### config.mk
export PLATFORM = sky130hd
export DESIGN_NAME = admc_mode_ctrl
export DESIGN_NICKNAME = d
export VERILOG_FILES = /design/src/admc_pkg.sv /design/src/admc_mode_ctrl.sv
export SDC_FILE = /design/constraint.sdc
export NUM_CORES = 1
export LEC_CHECK = 0
export BUFFER_PORTS_ARGS = -buffer_cell sky130_fd_sc_hd__buf_2
export CAP_MARGIN = 0
export CORE_MARGIN = 3
export CORE_UTILIZATION = 40
export DETAILED_ROUTE_END_ITERATION = 12
export GPL_TIMING_DRIVEN = 0
export HOLD_SLACK_MARGIN = 0.02
export PLACE_DENSITY = 0.61
export SLEW_MARGIN = 20
export SYNTH_ARGS = -nofsm -noshare
export SYNTH_HDL_FRONTEND = slang
export SYNTH_SLANG_ARGS = --single-unit
export TNS_END_PERCENT = 5
### constraint.sdc
create_clock -name hclk -period 1.9 [get_ports hclk]
set_clock_uncertainty 0.05 [all_clocks]
set_input_delay 0.285 -clock hclk [delete_from_list [all_inputs] [get_ports hclk]]
set_output_delay 0.285 -clock hclk [all_outputs]
set_load 0.05 [all_outputs]
### src/admc_pkg.sv
package admc_pkg;

  // register byte offsets
  localparam logic [7:0] ADMC_SYS_CTRL_OFS = 8'h00;
  localparam logic [7:0] ADMC_IRQ_MASK_OFS = 8'h04;
  localparam logic [7:0] ADMC_IRQ_FLAG_OFS = 8'h08;
  localparam logic [7:0] ADMC_RST_STAT_OFS = 8'h0C;
  localparam logic [7:0] ADMC_MODE_STAT_OFS = 8'h10;

  // system control bit positions
  localparam int ADMC_ALIVE_POS = 0;
  localparam int ADMC_STOP_POS = 1;
  localparam int ADMC_SLEEP_POS = 2;
  localparam int ADMC_WDOG_EN_POS = 3;

  // interrupt mask / flag bit positions (shared layout)
  localparam int ADMC_WAKE_POS = 0;
  localparam int ADMC_LIN_POS = 1;
  localparam int ADMC_LOWV_POS = 2;
  localparam int ADMC_HIGHV_POS = 3;
  localparam int ADMC_TEMP_POS = 4;

  // reset status bit positions
  localparam int ADMC_RS_WAKE_POS = 0;
  localparam int ADMC_RS_LIN_POS = 1;
  localparam int ADMC_RS_POR_POS = 2;

  // reset values
  localparam logic [3:0] ADMC_SYS_CTRL_RST = 4'h0;
  localparam logic [4:0] ADMC_IRQ_MASK_RST = 5'h00;
  localparam logic [4:0] ADMC_IRQ_FLAG_RST = 5'h00;
  localparam logic [2:0] ADMC_RST_STAT_RST = 3'h4;
  // synchroniser lanes start at their pins' idle levels (reset line and lin high)
  localparam logic [7:0] ADMC_SYNC_IDLE = 8'h84;

  // timing
  localparam int ADMC_CLK_MHZ = 100;
  localparam int ADMC_ALIVE_TIMEOUT_MS = 80;
  localparam int ADMC_ALIVE_TIMEOUT_CYC = ADMC_ALIVE_TIMEOUT_MS * 1000 * ADMC_CLK_MHZ;
  localparam int ADMC_LIN_DOM_MIN_US = 50;
  localparam int ADMC_LIN_DOM_MIN_CYC = ADMC_LIN_DOM_MIN_US * ADMC_CLK_MHZ;
  localparam int ADMC_RESET_HOLD_CYC = 16;
  localparam logic [3:0] ADMC_IRQ_PULSE_CYC = 4'h4;

  // operating modes
  typedef enum logic [2:0] {
    ADMC_RESET,
    ADMC_NORM_REQ,
    ADMC_NORMAL,
    ADMC_STOP,
    ADMC_SLEEP
  } admc_mode_type;

  // power control outputs travelling together
  typedef struct packed {
    logic vreg_on;
    logic vreg_limited;
    logic power_stage_en;
    logic lin_active;
    logic lin_wake_detect;
    logic wdog_run;
  } admc_power_type;

endpackage

### src/admc_mode_ctrl.sv
`timescale 1ns/1ns
// Notes on behaviour
// - strap high disables alive timeout and the lin receiver
// - missing alive ack within timeout sends device to sleep
// - normal, stop, sleep modes chosen by stop and sleep control bits
// - normal enables power stages and lin; watchdog runs only if enabled
// - stop needs stop bit and halted mcu; regulator stays on, limited
// - stop wake by lin or wake input, each gated by its enable; irq pulse
// - stop wake source shown in wake input and lin wake flags
// - sleep turns regulator off and holds mcu reset low
// - sleep wake by lin or wake input, unmasked, acts as power-on reset
// - sleep wake source recorded in reset status flags
// - stop and sleep disable power stages, supervision; lin recessive, wake watch
// - events pulse interrupt line; sources maskable via mask register
// - any reset clears all interrupt enables
// - low supply sets flag; interrupt only when enabled
// - low supply detection off in sleep and stop
// - high supply sets flag, interrupts if enabled; off in stop and sleep
// - over temperature sets flag, interrupts if enabled; off in stop and sleep
// - stop lin wake: rising edge after dominant longer than minimum time
// - interrupt output is open drain toward the mcu
module admc_mode_ctrl
  import admc_pkg::*;
#(
  parameter int ALIVE_TIMEOUT_CYC = ADMC_ALIVE_TIMEOUT_CYC,
  parameter int LIN_DOM_MIN_CYC = ADMC_LIN_DOM_MIN_CYC
) (
  // clock and reset
  input wire logic hclk,
  input wire logic hresetn,
  // ahb-lite slave
  input wire logic hsel,
  input wire logic [7:0] haddr,
  input wire logic [1:0] htrans,
  input wire logic hwrite,
  input wire logic [2:0] hsize,
  input wire logic hready,
  input wire logic [31:0] hwdata,
  output logic [31:0] hrdata,
  output logic hreadyout,
  output logic hresp,
  // asynchronous pins and analog comparators
  input wire logic factory_strap,
  input wire logic wake_input,
  input wire logic lin_rx,
  input wire logic low_supply_event,
  input wire logic high_supply_event,
  input wire logic over_temp_event,
  input wire logic mcu_halted,
  input wire logic ext_reset_n,
  // mcu reset line, open drain
  output logic mcu_reset_out,
  output logic mcu_reset_oe,
  // interrupt line, open drain
  output logic irq_out,
  output logic irq_oe,
  // power control
  output admc_power_type power_ctrl,
  output logic lin_rx_en
);

  // two-stage synchronisers for all outside inputs
  localparam int NSYNC = 8;
  logic [NSYNC-1:0] sync1_reg;
  logic [NSYNC-1:0] sync2_reg;
  wire [NSYNC-1:0] async_in = {
    ext_reset_n,
    mcu_halted,
    over_temp_event,
    high_supply_event,
    low_supply_event,
    lin_rx,
    wake_input,
    factory_strap
  };
  // idle reset values keep a false lin edge or external reset out of the first cycles
  always_ff @(posedge hclk or negedge hresetn) begin
    if (!hresetn) begin
      sync1_reg <= ADMC_SYNC_IDLE;
      sync2_reg <= ADMC_SYNC_IDLE;
    end else begin
      sync1_reg <= async_in;
      sync2_reg <= sync1_reg;
    end
  end
  wire strap_s = sync2_reg[0];
  wire wake_s = sync2_reg[1];
  wire lin_s = sync2_reg[2];
  wire lowv_s = sync2_reg[3];
  wire highv_s = sync2_reg[4];
  wire temp_s = sync2_reg[5];
  wire halted_s = sync2_reg[6];
  wire ext_rst_s = ~sync2_reg[7];

  // ahb-lite address phase capture
  logic wr_pend_reg;
  logic [7:0] addr_reg;
  wire bus_take = hsel & hready & htrans[1];
  always_ff @(posedge hclk or negedge hresetn) begin
    if (!hresetn) begin
      wr_pend_reg <= 1'b0;
      addr_reg <= 8'h00;
    end else begin
      wr_pend_reg <= bus_take & hwrite;
      addr_reg <= bus_take ? haddr : addr_reg;
    end
  end
  assign hreadyout = 1'b1;
  assign hresp = 1'b0;

  // address compare shared by the write strobes and the read mux
  function automatic logic admc_hit(input logic [7:0] addr, input logic [7:0] ofs);
    admc_hit = (addr == ofs);
  endfunction

  // write strobes in the data phase
  wire wr_ctrl = wr_pend_reg & admc_hit(addr_reg, ADMC_SYS_CTRL_OFS);
  wire wr_mask = wr_pend_reg & admc_hit(addr_reg, ADMC_IRQ_MASK_OFS);
  wire wr_flag = wr_pend_reg & admc_hit(addr_reg, ADMC_IRQ_FLAG_OFS);
  wire wr_rstat = wr_pend_reg & admc_hit(addr_reg, ADMC_RST_STAT_OFS);

  // registers and state
  admc_mode_type mode_reg, mode_next;
  logic [3:0] ctrl_reg, ctrl_next;
  logic [4:0] mask_reg, mask_next;
  logic [4:0] flag_reg, flag_next;
  logic [2:0] rstat_reg, rstat_next;
  logic [26:0] tmr_reg, tmr_next;
  logic [19:0] dom_reg, dom_next;
  logic dom_ok_reg;
  logic lin_prev_reg;
  logic wake_prev_reg;
  logic [3:0] pulse_reg, pulse_next;
  logic [31:0] hrdata_reg;

  // mode-dependent enables
  wire in_normal = (mode_reg == ADMC_NORMAL);
  wire in_stop = (mode_reg == ADMC_STOP);
  wire in_sleep = (mode_reg == ADMC_SLEEP);
  wire low_pwr = in_stop | in_sleep;
  wire lin_rx_on = ~strap_s;

  // lin wake: rising edge after long enough dominant (low) period
  wire lin_rise = lin_s & ~lin_prev_reg & lin_rx_on;
  wire lin_wake = lin_rise & dom_ok_reg;
  assign dom_next = lin_s ? 20'h00000 : (dom_ok_reg ? dom_reg : dom_reg + 20'h00001);
  wire wake_edge = wake_s ^ wake_prev_reg;

  // hardware flag sets; supply and temperature detection off in low power modes
  logic [4:0] flag_set;
  always_comb begin
    flag_set = 5'h00;
    flag_set[ADMC_LOWV_POS] = lowv_s & ~low_pwr;
    flag_set[ADMC_HIGHV_POS] = highv_s & ~low_pwr;
    flag_set[ADMC_TEMP_POS] = temp_s & ~low_pwr;
    flag_set[ADMC_WAKE_POS] = wake_edge & (in_normal | (in_stop & mask_reg[ADMC_WAKE_POS]));
    flag_set[ADMC_LIN_POS] = lin_wake & in_stop & mask_reg[ADMC_LIN_POS];
  end

  // any enabled wake source ends stop, even while its flag is still pending,
  // so a flag that software forgot to clear cannot keep the mcu asleep
  wire stop_wake = in_stop & (|flag_set[ADMC_LIN_POS:ADMC_WAKE_POS]);

  // wake from sleep is unmasked
  wire sleep_wake = in_sleep & (wake_edge | lin_wake);

  // flag clear by writing one; set wins over clear
  assign flag_next = (flag_reg & ~(wr_flag ? hwdata[4:0] : 5'h00)) | flag_set;
  assign mask_next = wr_mask ? hwdata[4:0] : mask_reg;
  assign ctrl_next = wr_ctrl ? hwdata[3:0] : ctrl_reg;

  // reset status: sleep wake records its source and marks power-on
  always_comb begin
    rstat_next = rstat_reg & ~(wr_rstat ? hwdata[2:0] : 3'h0);
    if (sleep_wake) begin
      rstat_next = 3'h0;
      rstat_next[ADMC_RS_POR_POS] = 1'b1;
      rstat_next[ADMC_RS_WAKE_POS] = wake_edge;
      rstat_next[ADMC_RS_LIN_POS] = lin_wake;
    end
  end

  // new enabled flag launches the interrupt pulse
  wire [4:0] new_irq = flag_set & ~flag_reg & mask_reg;
  wire irq_launch = (|new_irq) | stop_wake;
  wire [3:0] pulse_dec = (pulse_reg != 4'h0) ? pulse_reg - 4'h1 : 4'h0;
  assign pulse_next = irq_launch ? ADMC_IRQ_PULSE_CYC : pulse_dec;

  // mode sequencer
  always_comb begin
    mode_next = mode_reg;
    tmr_next = tmr_reg + 27'h0000001;
    unique case (mode_reg)
      // hold the mcu in reset for a fixed time, then ask for the alive acknowledge
      ADMC_RESET: begin
        if (ext_rst_s) begin
          tmr_next = 27'h0000000;
        end else if (tmr_reg >= 27'(ADMC_RESET_HOLD_CYC)) begin
          mode_next = ADMC_NORM_REQ;
          tmr_next = 27'h0000000;
        end
      end
      // supervise start-up; the strap holds the timer at zero
      ADMC_NORM_REQ: begin
        if (ctrl_reg[ADMC_ALIVE_POS]) begin
          mode_next = ADMC_NORMAL;
        end else if (!strap_s && tmr_reg >= 27'(ALIVE_TIMEOUT_CYC - 1)) begin
          mode_next = ADMC_SLEEP;
        end
        if (strap_s) begin
          tmr_next = 27'h0000000;
        end
      end
      // run until software asks for a low power mode
      ADMC_NORMAL: begin
        tmr_next = 27'h0000000;
        if (ctrl_reg[ADMC_SLEEP_POS]) begin
          mode_next = ADMC_SLEEP;
        end else if (ctrl_reg[ADMC_STOP_POS] && halted_s) begin
          mode_next = ADMC_STOP;
        end
      end
      // stop ends on an enabled wake source
      ADMC_STOP: begin
        tmr_next = 27'h0000000;
        if (stop_wake) begin
          mode_next = ADMC_NORMAL;
        end
      end
      // sleep ends on any wake source, as a power-on
      ADMC_SLEEP: begin
        tmr_next = 27'h0000000;
        if (sleep_wake) begin
          mode_next = ADMC_RESET;
        end
      end
    endcase
    if (ext_rst_s && mode_reg != ADMC_SLEEP) begin
      mode_next = ADMC_RESET;
      tmr_next = 27'h0000000;
    end
  end

  // entering reset clears control and enables
  wire to_reset = (mode_next == ADMC_RESET) & (mode_reg != ADMC_RESET);

  // leaving stop drops the stop request so the die does not fall straight back in
  wire stop_exit = in_stop & (mode_next == ADMC_NORMAL);
  wire [3:0] ctrl_upd = stop_exit ? (ctrl_next & ~(4'h1 << ADMC_STOP_POS)) : ctrl_next;

  // state registers
  always_ff @(posedge hclk or negedge hresetn) begin
    if (!hresetn) begin
      mode_reg <= ADMC_RESET;
      tmr_reg <= 27'h0000000;
      ctrl_reg <= ADMC_SYS_CTRL_RST;
      mask_reg <= ADMC_IRQ_MASK_RST;
      flag_reg <= ADMC_IRQ_FLAG_RST;
      rstat_reg <= ADMC_RST_STAT_RST;
    end else begin
      mode_reg <= mode_next;
      tmr_reg <= tmr_next;
      ctrl_reg <= to_reset ? ADMC_SYS_CTRL_RST : ctrl_upd;
      mask_reg <= to_reset ? ADMC_IRQ_MASK_RST : mask_next;
      flag_reg <= to_reset ? ADMC_IRQ_FLAG_RST : flag_next;
      rstat_reg <= rstat_next;
    end
  end

  // edge and dominant-time trackers
  always_ff @(posedge hclk or negedge hresetn) begin
    if (!hresetn) begin
      dom_reg <= 20'h00000;
      dom_ok_reg <= 1'b0;
      lin_prev_reg <= 1'b1;
      wake_prev_reg <= 1'b0;
      pulse_reg <= 4'h0;
    end else begin
      dom_reg <= dom_next;
      dom_ok_reg <= ~lin_s & (dom_ok_reg | (dom_reg >= 20'(LIN_DOM_MIN_CYC)));
      lin_prev_reg <= lin_s;
      wake_prev_reg <= wake_s;
      pulse_reg <= pulse_next;
    end
  end

  // register read mux
  wire [31:0] rd_mux = admc_hit(haddr, ADMC_SYS_CTRL_OFS) ? {28'h0, ctrl_reg} :
                       admc_hit(haddr, ADMC_IRQ_MASK_OFS) ? {27'h0, mask_reg} :
                       admc_hit(haddr, ADMC_IRQ_FLAG_OFS) ? {27'h0, flag_reg} :
                       admc_hit(haddr, ADMC_RST_STAT_OFS) ? {29'h0, rstat_reg} :
                       admc_hit(haddr, ADMC_MODE_STAT_OFS) ? {28'h0, strap_s, mode_reg} : 32'h0000_0000;
  always_ff @(posedge hclk or negedge hresetn) begin
    if (!hresetn) begin
      hrdata_reg <= 32'h0000_0000;
    end else if (bus_take && !hwrite) begin
      hrdata_reg <= rd_mux;
    end
  end
  assign hrdata = hrdata_reg;

  // open-drain outputs: drive low only
  assign irq_out = 1'b0;
  assign irq_oe = (pulse_reg != 4'h0);
  assign mcu_reset_out = 1'b0;
  assign mcu_reset_oe = (mode_reg == ADMC_RESET) | in_sleep;

  // power control per mode
  assign power_ctrl.vreg_on = ~in_sleep;
  assign power_ctrl.vreg_limited = in_stop;
  assign power_ctrl.power_stage_en = in_normal;
  assign power_ctrl.lin_active = in_normal;
  assign power_ctrl.lin_wake_detect = low_pwr;
  assign power_ctrl.wdog_run = in_normal & ctrl_reg[ADMC_WDOG_EN_POS];
  assign lin_rx_en = lin_rx_on;

endmodule

## Yosys cells after proc, flatten, opt, wreduce, memory -nomap -nowiden

Cells that the tools add are included.

| storage, ports and cells | value |
|---|---|
| bits in registers | 131 |

| operators by class | value |
|---|---|
| multiplexer cells | 33 |
| eq/ne operators | 14 |
| bitwise logic cells | 44 |
| $add $sub $neg | 3 |
| reductions and logical operators | 17 |
| magnitude comparators | 3 |

Operators with widths:

| operator | number |
|---|---|
| 2-to-1 mux 27 bit | 4 |
| case mux 27 bit (3 select lines) | 1 |
| 2-to-1 mux 20 bit | 2 |
| 2-to-1 mux 5 bit | 7 |
| 2-to-1 mux 3 bit | 11 |
| == test 8 x 4 -> 1 bit, second input constant | 4 |
| adder 27 x 1 -> 27 bit, second input constant | 1 |
| greater-or-equal comparator 27 x 23 -> 1 bit, second input constant | 1 |
| greater-or-equal comparator 27 x 5 -> 1 bit, second input constant | 1 |
| 2-to-1 mux 4 bit | 6 |
| AND 1 bit | 23 |
| adder 20 x 1 -> 20 bit, second input constant | 1 |
| greater-or-equal comparator 20 x 13 -> 1 bit, second input constant | 1 |
| == test 8 x 3 -> 1 bit, second input constant | 2 |
| logical NOT 8 bit | 2 |
| AND 5 bit | 3 |
| case mux 3 bit (5 select lines) | 1 |
| NOT 5 bit | 2 |
| == test 3 x 2 -> 1 bit, second input constant | 3 |
| == test 8 x 5 -> 1 bit, second input constant | 1 |
| logical NOT 3 bit | 2 |
| NOT 1 bit | 6 |
| OR 1 bit | 6 |
| nonzero test 3 bit | 2 |
| 17 further kinds | 21 |

## Depth between registers and ports, before layout

| depth | value |
|---|---|
| depth after elaboration | 15 |
| depth in mapped cells | 8 |

## Least setup slack after synthesis

No wires, ideal clock.

| path | value |
|---|---|
| path kind | reg2reg |
| start | register mode_reg[0] |
| end | register ctrl_reg[0] |
| stages on the path, launching flop included | 8 |
| data arrival time | 2.049 ns |
| clock period less this slack | 2.171 ns |
| slack | -0.271 ns |
| cells stage by stage | dfrtp_1 > buf_6 > nor2_1 > nor2_1 > o31ai_1 > a22oi_2 > buf_6 > nor2_1 |

| on the way | value |
|---|---|
| longest elaborated chain between the ends | 12 |
| elaborated cells between the ends (all ways) | 29 |

RTL lines:

| element | RTL line | RTL |
|---|---|---|
| start, declared | admc_mode_ctrl.sv:123 | `admc_mode_type mode_reg, mode_next;` |
| start signal, assigned | admc_mode_ctrl.sv:261 | `mode_reg <= mode_next;` |
| == test 3 x 2 -> 1 bit | admc_mode_ctrl.sv:138, admc_mode_ctrl.sv:193 |  |
| AND 1 bit | admc_mode_ctrl.sv:156 | `flag_set[ADMC_WAKE_POS] = wake_edge & (in_normal \| (in_stop & mask_reg[ADMC_WAKE_POS]));` |
| OR 1 bit | admc_mode_ctrl.sv:156 |  |
| AND 1 bit | admc_mode_ctrl.sv:156 |  |
| OR reduction 2 bit | admc_mode_ctrl.sv:162 | `wire stop_wake = in_stop & (\|flag_set[ADMC_LIN_POS:ADMC_WAKE_POS]);` |
| AND 1 bit | admc_mode_ctrl.sv:162 |  |
| 2-to-1 mux 3 bit | admc_mode_ctrl.sv:226 | `if (stop_wake) begin` |
| case mux 3 bit (5 select lines) | admc_mode_ctrl.sv:193 | `unique case (mode_reg)` |
| 2-to-1 mux 3 bit | admc_mode_ctrl.sv:238 | `if (ext_rst_s && mode_reg != ADMC_SLEEP) begin` |
| logical NOT 3 bit | admc_mode_ctrl.sv:245 | `wire to_reset = (mode_next == ADMC_RESET) & (mode_reg != ADMC_RESET);` |
| AND 1 bit * | admc_mode_ctrl.sv:245 |  |
| 2-to-1 mux 4 bit * | admc_mode_ctrl.sv:263 | `ctrl_reg <= to_reset ? ADMC_SYS_CTRL_RST : ctrl_upd;` |
| end signal, assigned | admc_mode_ctrl.sv:263 |  |
| end, declared | admc_mode_ctrl.sv:124 | `logic [3:0] ctrl_reg, ctrl_next;` |

Every way passes the cells marked *; elsewhere a longest branch is shown, timed or not.
A chain may end at the register's enable or synchronous reset.

## Final worst setup path

| path | value |
|---|---|
| start | register mode_reg[1] |
| end | register tmr_reg[11] |

| on the way | value |
|---|---|
| longest elaborated chain between the ends | 4 |
| elaborated cells between the ends (all ways) | 10 |

RTL lines:

| element | RTL line | RTL |
|---|---|---|
| == test 3 x 2 -> 1 bit or == test 3 bit (tied branches) | admc_mode_ctrl.sv:193 |  |
| OR reduction 3 bit (no source line) | - |  |
| case mux 27 bit (3 select lines) | admc_mode_ctrl.sv:193 |  |
| 2-to-1 mux 27 bit * | admc_mode_ctrl.sv:238 |  |
| via tmr_next[11] | admc_mode_ctrl.sv:128 | `logic [26:0] tmr_reg, tmr_next;` |
| end signal, assigned | admc_mode_ctrl.sv:262 | `tmr_reg <= tmr_next;` |
| end, declared | admc_mode_ctrl.sv:128 |  |

Mark *: on every way through the listed nets, which the timed path passes. The rest lies on a longest branch.

==> impl_results.md <==
- Number of antenna violations at the first check in global routing: 0
- Crit Path Category: register to register
- Flip-flop count of the largest register after layout: 27
- Synthesized area per cell: 9.962 sq um
- Total of endpoints with negative setup slack in the final report: 17
- Nets: 724
- Sum of overflow across all layers after global routing: 0
- Normalized max-slew margin: 60.06%
- Vias post-DR: 4245
- Number of vias per cell after detailed routing: 5.042
- Library cell with the largest summed area after synthesis: sky130_fd_sc_hd__dfrtp_1
- Worst Hold Class: primary input to register
- Initial standard-cell utilization of the core: 41.21%
- Placed Cells incl. Taps: 796
- Yosys Warn Count: 0
- Combinational family with the most area after synthesis: simple AND/OR/NAND/NOR gates
- CTS H-tree lvls: 3
- Global-route usage over all layers: 16.11%
- Number of sinks driven by the clock tree: 104
- Post-Syn Instances: 550
- Netlist area before placement: 0.005479 sq mm
- Die Width: 123.0 um
- Number of port buffers: 40
- # IOs: 103
- Final HPWL from detailed placement: 8387 um
- Pin count of the biggest net entering global routing: 81
- Master of the slowest instance on the critical path: sky130_fd_sc_hd__dfrtp_2
- Height of the chip: 123.0 um
- Post-Route WL: 12330 um
- Max Clk Rate: 516.6 MHz
- CTS tree: yes
- Top-area cell type share of the netlist area: 44.76%
- Clock Tree Buf Depth: 2
- Per-cell routed wire length: 14.64 um
- Unrepaired setup endpoints after global routing: true
- Post-detailed-route DRC marker count: 0
- Part of the Yosys area used for sequential elements: 47.64%
- Worst endpoint data arrival time: 2.12 ns
- CP endpoint kind: register
- Async SR Flop Fraction: 100.0%
- Fin util: 52.42%
- Basic-gate share of the synthesized area counting and, or, nand and nor cells: 22.84%
- Synthesis-to-finish area growth: 27.20%
- Wire length of the first global-routing pass: 19460 um
- Largest stage delay, worst path: 0.42 ns
- Die Outline Area: 0.01514 sq mm
- Highest net fanout along the worst path: 9
- Post-synth top flop: sky130_fd_sc_hd__dfrtp_1
- Pins over their slew limit: 0
- Initial DRC Count: 247
- Row count: 42
- Max-cap violations: 0
- Diode insertion count for antenna repair: 0
- Worst supply voltage drop on vdd: 0.4711 mV
- Setup slack after layout: -0.03582 ns
- Required @ worst endpoint: 2.08 ns
- Power Density: 915.2 mW/mm^2
- Status: finished with violations
- Clock-pin slew on the worst setup and hold paths: 0.07 ns
- Share of cells above drive strength 1: 31.83%
- XOR/XNOR share of the synthesized area: 5.915%
- Tightest Pin Transition: 0.5908 ns
- Leading post-synthesis cells by cell area: sky130_fd_sc_hd__dfrtp_1 (45%), sky130_fd_sc_hd__buf_4 (4.8%), sky130_fd_sc_hd__xnor2_1 (4.2%), sky130_fd_sc_hd__nor2_1 (3.8%), sky130_fd_sc_hd__mux2i_1 (3.3%)
- Via count of the first global-routing pass: 4031
- Finished Layout Cells: 842
- Aggregate negative setup slack: -0.4396 ns
- Clock period minus worst slack: 1.936 ns
- Pre-Repair DR Iteration Count: 5
- Final Hold Violating Endpoints: 0
- Complex-gate fraction of the synthesized area: 9.340%
- Fraction of the mapped netlist area in adder cells: 1.142%
- Number of distinct library cell variants in the gate-level netlist after synthesis: 64
- Std-Cell Core Area: 0.01330 sq mm
- Kind of cell with the highest combined delay on the critical path: compound AO/OA/AOI/OAI gates
- Kind of launch point of the worst setup path: register
- Buffers and inverters on the worst path: 3
- #FFs+latches synth: 104
- TritonCTS Buffers: 9
- Commonest cells in the netlist: sky130_fd_sc_hd__dfrtp_1 (98), sky130_fd_sc_hd__nor2_1 (55), sky130_fd_sc_hd__nand2_1 (36)
- Library cell with the highest instance count after synthesis: sky130_fd_sc_hd__dfrtp_1
- Number of enable flip-flop cells after synthesis: 0
- Reported leakage power: 3.027 nW
- Remaining antenna violation count after routing: 0
- Failing checks: negative setup slack
- Multiplexer share of the synthesized area: 4.727%
- GPL Wtd Cong: 0.8855
- Worst skew pair latency: 0.35 ns
- Clock tree root buffer cell: sky130_fd_sc_hd__clkbuf_16
- Worst path most repeated cell: sky130_fd_sc_hd__buf_6
- Final period util: 101.9%
- Cell Chain, Critical Path: buf_6 > buf_6 > o21ai_1 > a211oi_4 > o21ai_4 > clkbuf_16 > nor2_4
## repair_timing
item	CTS	global route
cloned	0	3
endpoints found under the setup margin	44	47
hold endpoints to repair	32	0
buffers inserted	9	12
gates resized for setup	29	47
pin swaps	8	23
hold buffers	9	0
## worst paths after layout
path | cells after the start | slack, ns | start | end
worst max-delay path | 7 | -0.04 | mode_reg[1] | tmr_reg[11]
worst min-delay path | 3 | 0.12 | hwrite | wr_pend_reg
worst max register to register | 7 | -0.04 | mode_reg[1] | tmr_reg[11]
worst min register to register | 0 | 0.29 | sync1_reg[5] | sync2_reg[5]
max in group asynchronous | 3 | 0.80 | hresetn | sync1_reg[2]
min in group asynchronous | 2 | 0.31 | hresetn | sync2_reg[6]
## power breakdown
| part | switching [W] | internal [W] | total [W] |
|---|---|---|---|
| clock network | 0.000803 | 0.00110 | 0.00190 |
| registers | 0.000195 | 0.00243 | 0.00262 |
| logic | 0.00108 | 0.000776 | 0.00186 |
## cell usage in the layout, fill, tap and decap left out, types with 6 or more instances in the layout
cell type,netlist,layout
sky130_fd_sc_hd__a21oi_1,15,13
sky130_fd_sc_hd__and3_1,8,6
sky130_fd_sc_hd__buf_2,2,35
sky130_fd_sc_hd__buf_4,35,55
sky130_fd_sc_hd__buf_6,6,9
sky130_fd_sc_hd__clkbuf_1,7,6
sky130_fd_sc_hd__clkbuf_16,0,11
sky130_fd_sc_hd__conb_1,2,31
sky130_fd_sc_hd__dfrtp_1,98,91
sky130_fd_sc_hd__dfrtp_2,0,7
sky130_fd_sc_hd__dfstp_2,6,6
sky130_fd_sc_hd__dlygate4sd3_1,0,9
sky130_fd_sc_hd__inv_1,19,18
sky130_fd_sc_hd__mux2_2,7,7
sky130_fd_sc_hd__mux2i_1,18,18
sky130_fd_sc_hd__nand2_1,36,34
sky130_fd_sc_hd__nand3_1,24,22
sky130_fd_sc_hd__nand4_1,8,8
sky130_fd_sc_hd__nor2_1,55,49
sky130_fd_sc_hd__nor2_2,21,13
sky130_fd_sc_hd__nor2_4,0,14
sky130_fd_sc_hd__nor3_1,15,15
sky130_fd_sc_hd__nor4_1,12,7
sky130_fd_sc_hd__o21ai_0,32,30
sky130_fd_sc_hd__or3_1,10,9
sky130_fd_sc_hd__xnor2_1,26,25
sky130_fd_sc_hd__xor2_1,11,11
## worst min-delay path: stages
cell and delay, ns:
sky130_fd_sc_hd__buf_2 0.09, sky130_fd_sc_hd__inv_1 0.06, sky130_fd_sc_hd__nor2_1 0.04
## per-layer routing
metal  routed length [um]  vias up  track usage [%]
met2                 6001      104            26.27
li1                     -     2067                -
met5                    0        -                0
met4                  204        0            6.021
met3                  547       19            3.065
met1                 5575     2055            21.41
## stage by stage
step / total power [W] / setup WS, ns / hold slack [ns] / instance area, sq um
after global routing: 0.006690 / -0.1342 / 0.1238 / 6969
after global placement: 0.004034 / -0.6452 / 0.2848 / 6011
after floorplan: 0.003724 / 0.009320 / -0.06059 / 5590
after detailed placement: 0.004084 / -0.2356 / 0.1108 / 6045
final: 0.006378 / -0.03582 / 0.1214 / 6969
after CTS: 0.006123 / -0.04574 / 0.1122 / 6625
## cell families (layout without fill, tap and decap cells)
kind of cell	Yosys count	after routing
AND/OR/NAND/NOR	224	224
flip-flops	104	104
AO/OA/AOI/OAI	80	81
buffers and inverters	73	159
XOR/XNOR	37	37
multiplexers	25	25
adder cells (fa/ha/maj)	5	5
other	2	31
## layout make-up
cell class                      count  area, sq um
Inverter                           22        85.08
Sequential cell                   104         2619
Clock inverter                      4        53.80
Fill cell                        1193         6326
Clock buffer                       12        256.5
Multi-Input combinational cell    403         2803
Timing Repair Buffer               73        569.3
Buffer                             48        362.8
Tap cell                          176        220.2
Note: power is estimated with default switching activity, not from simulation.
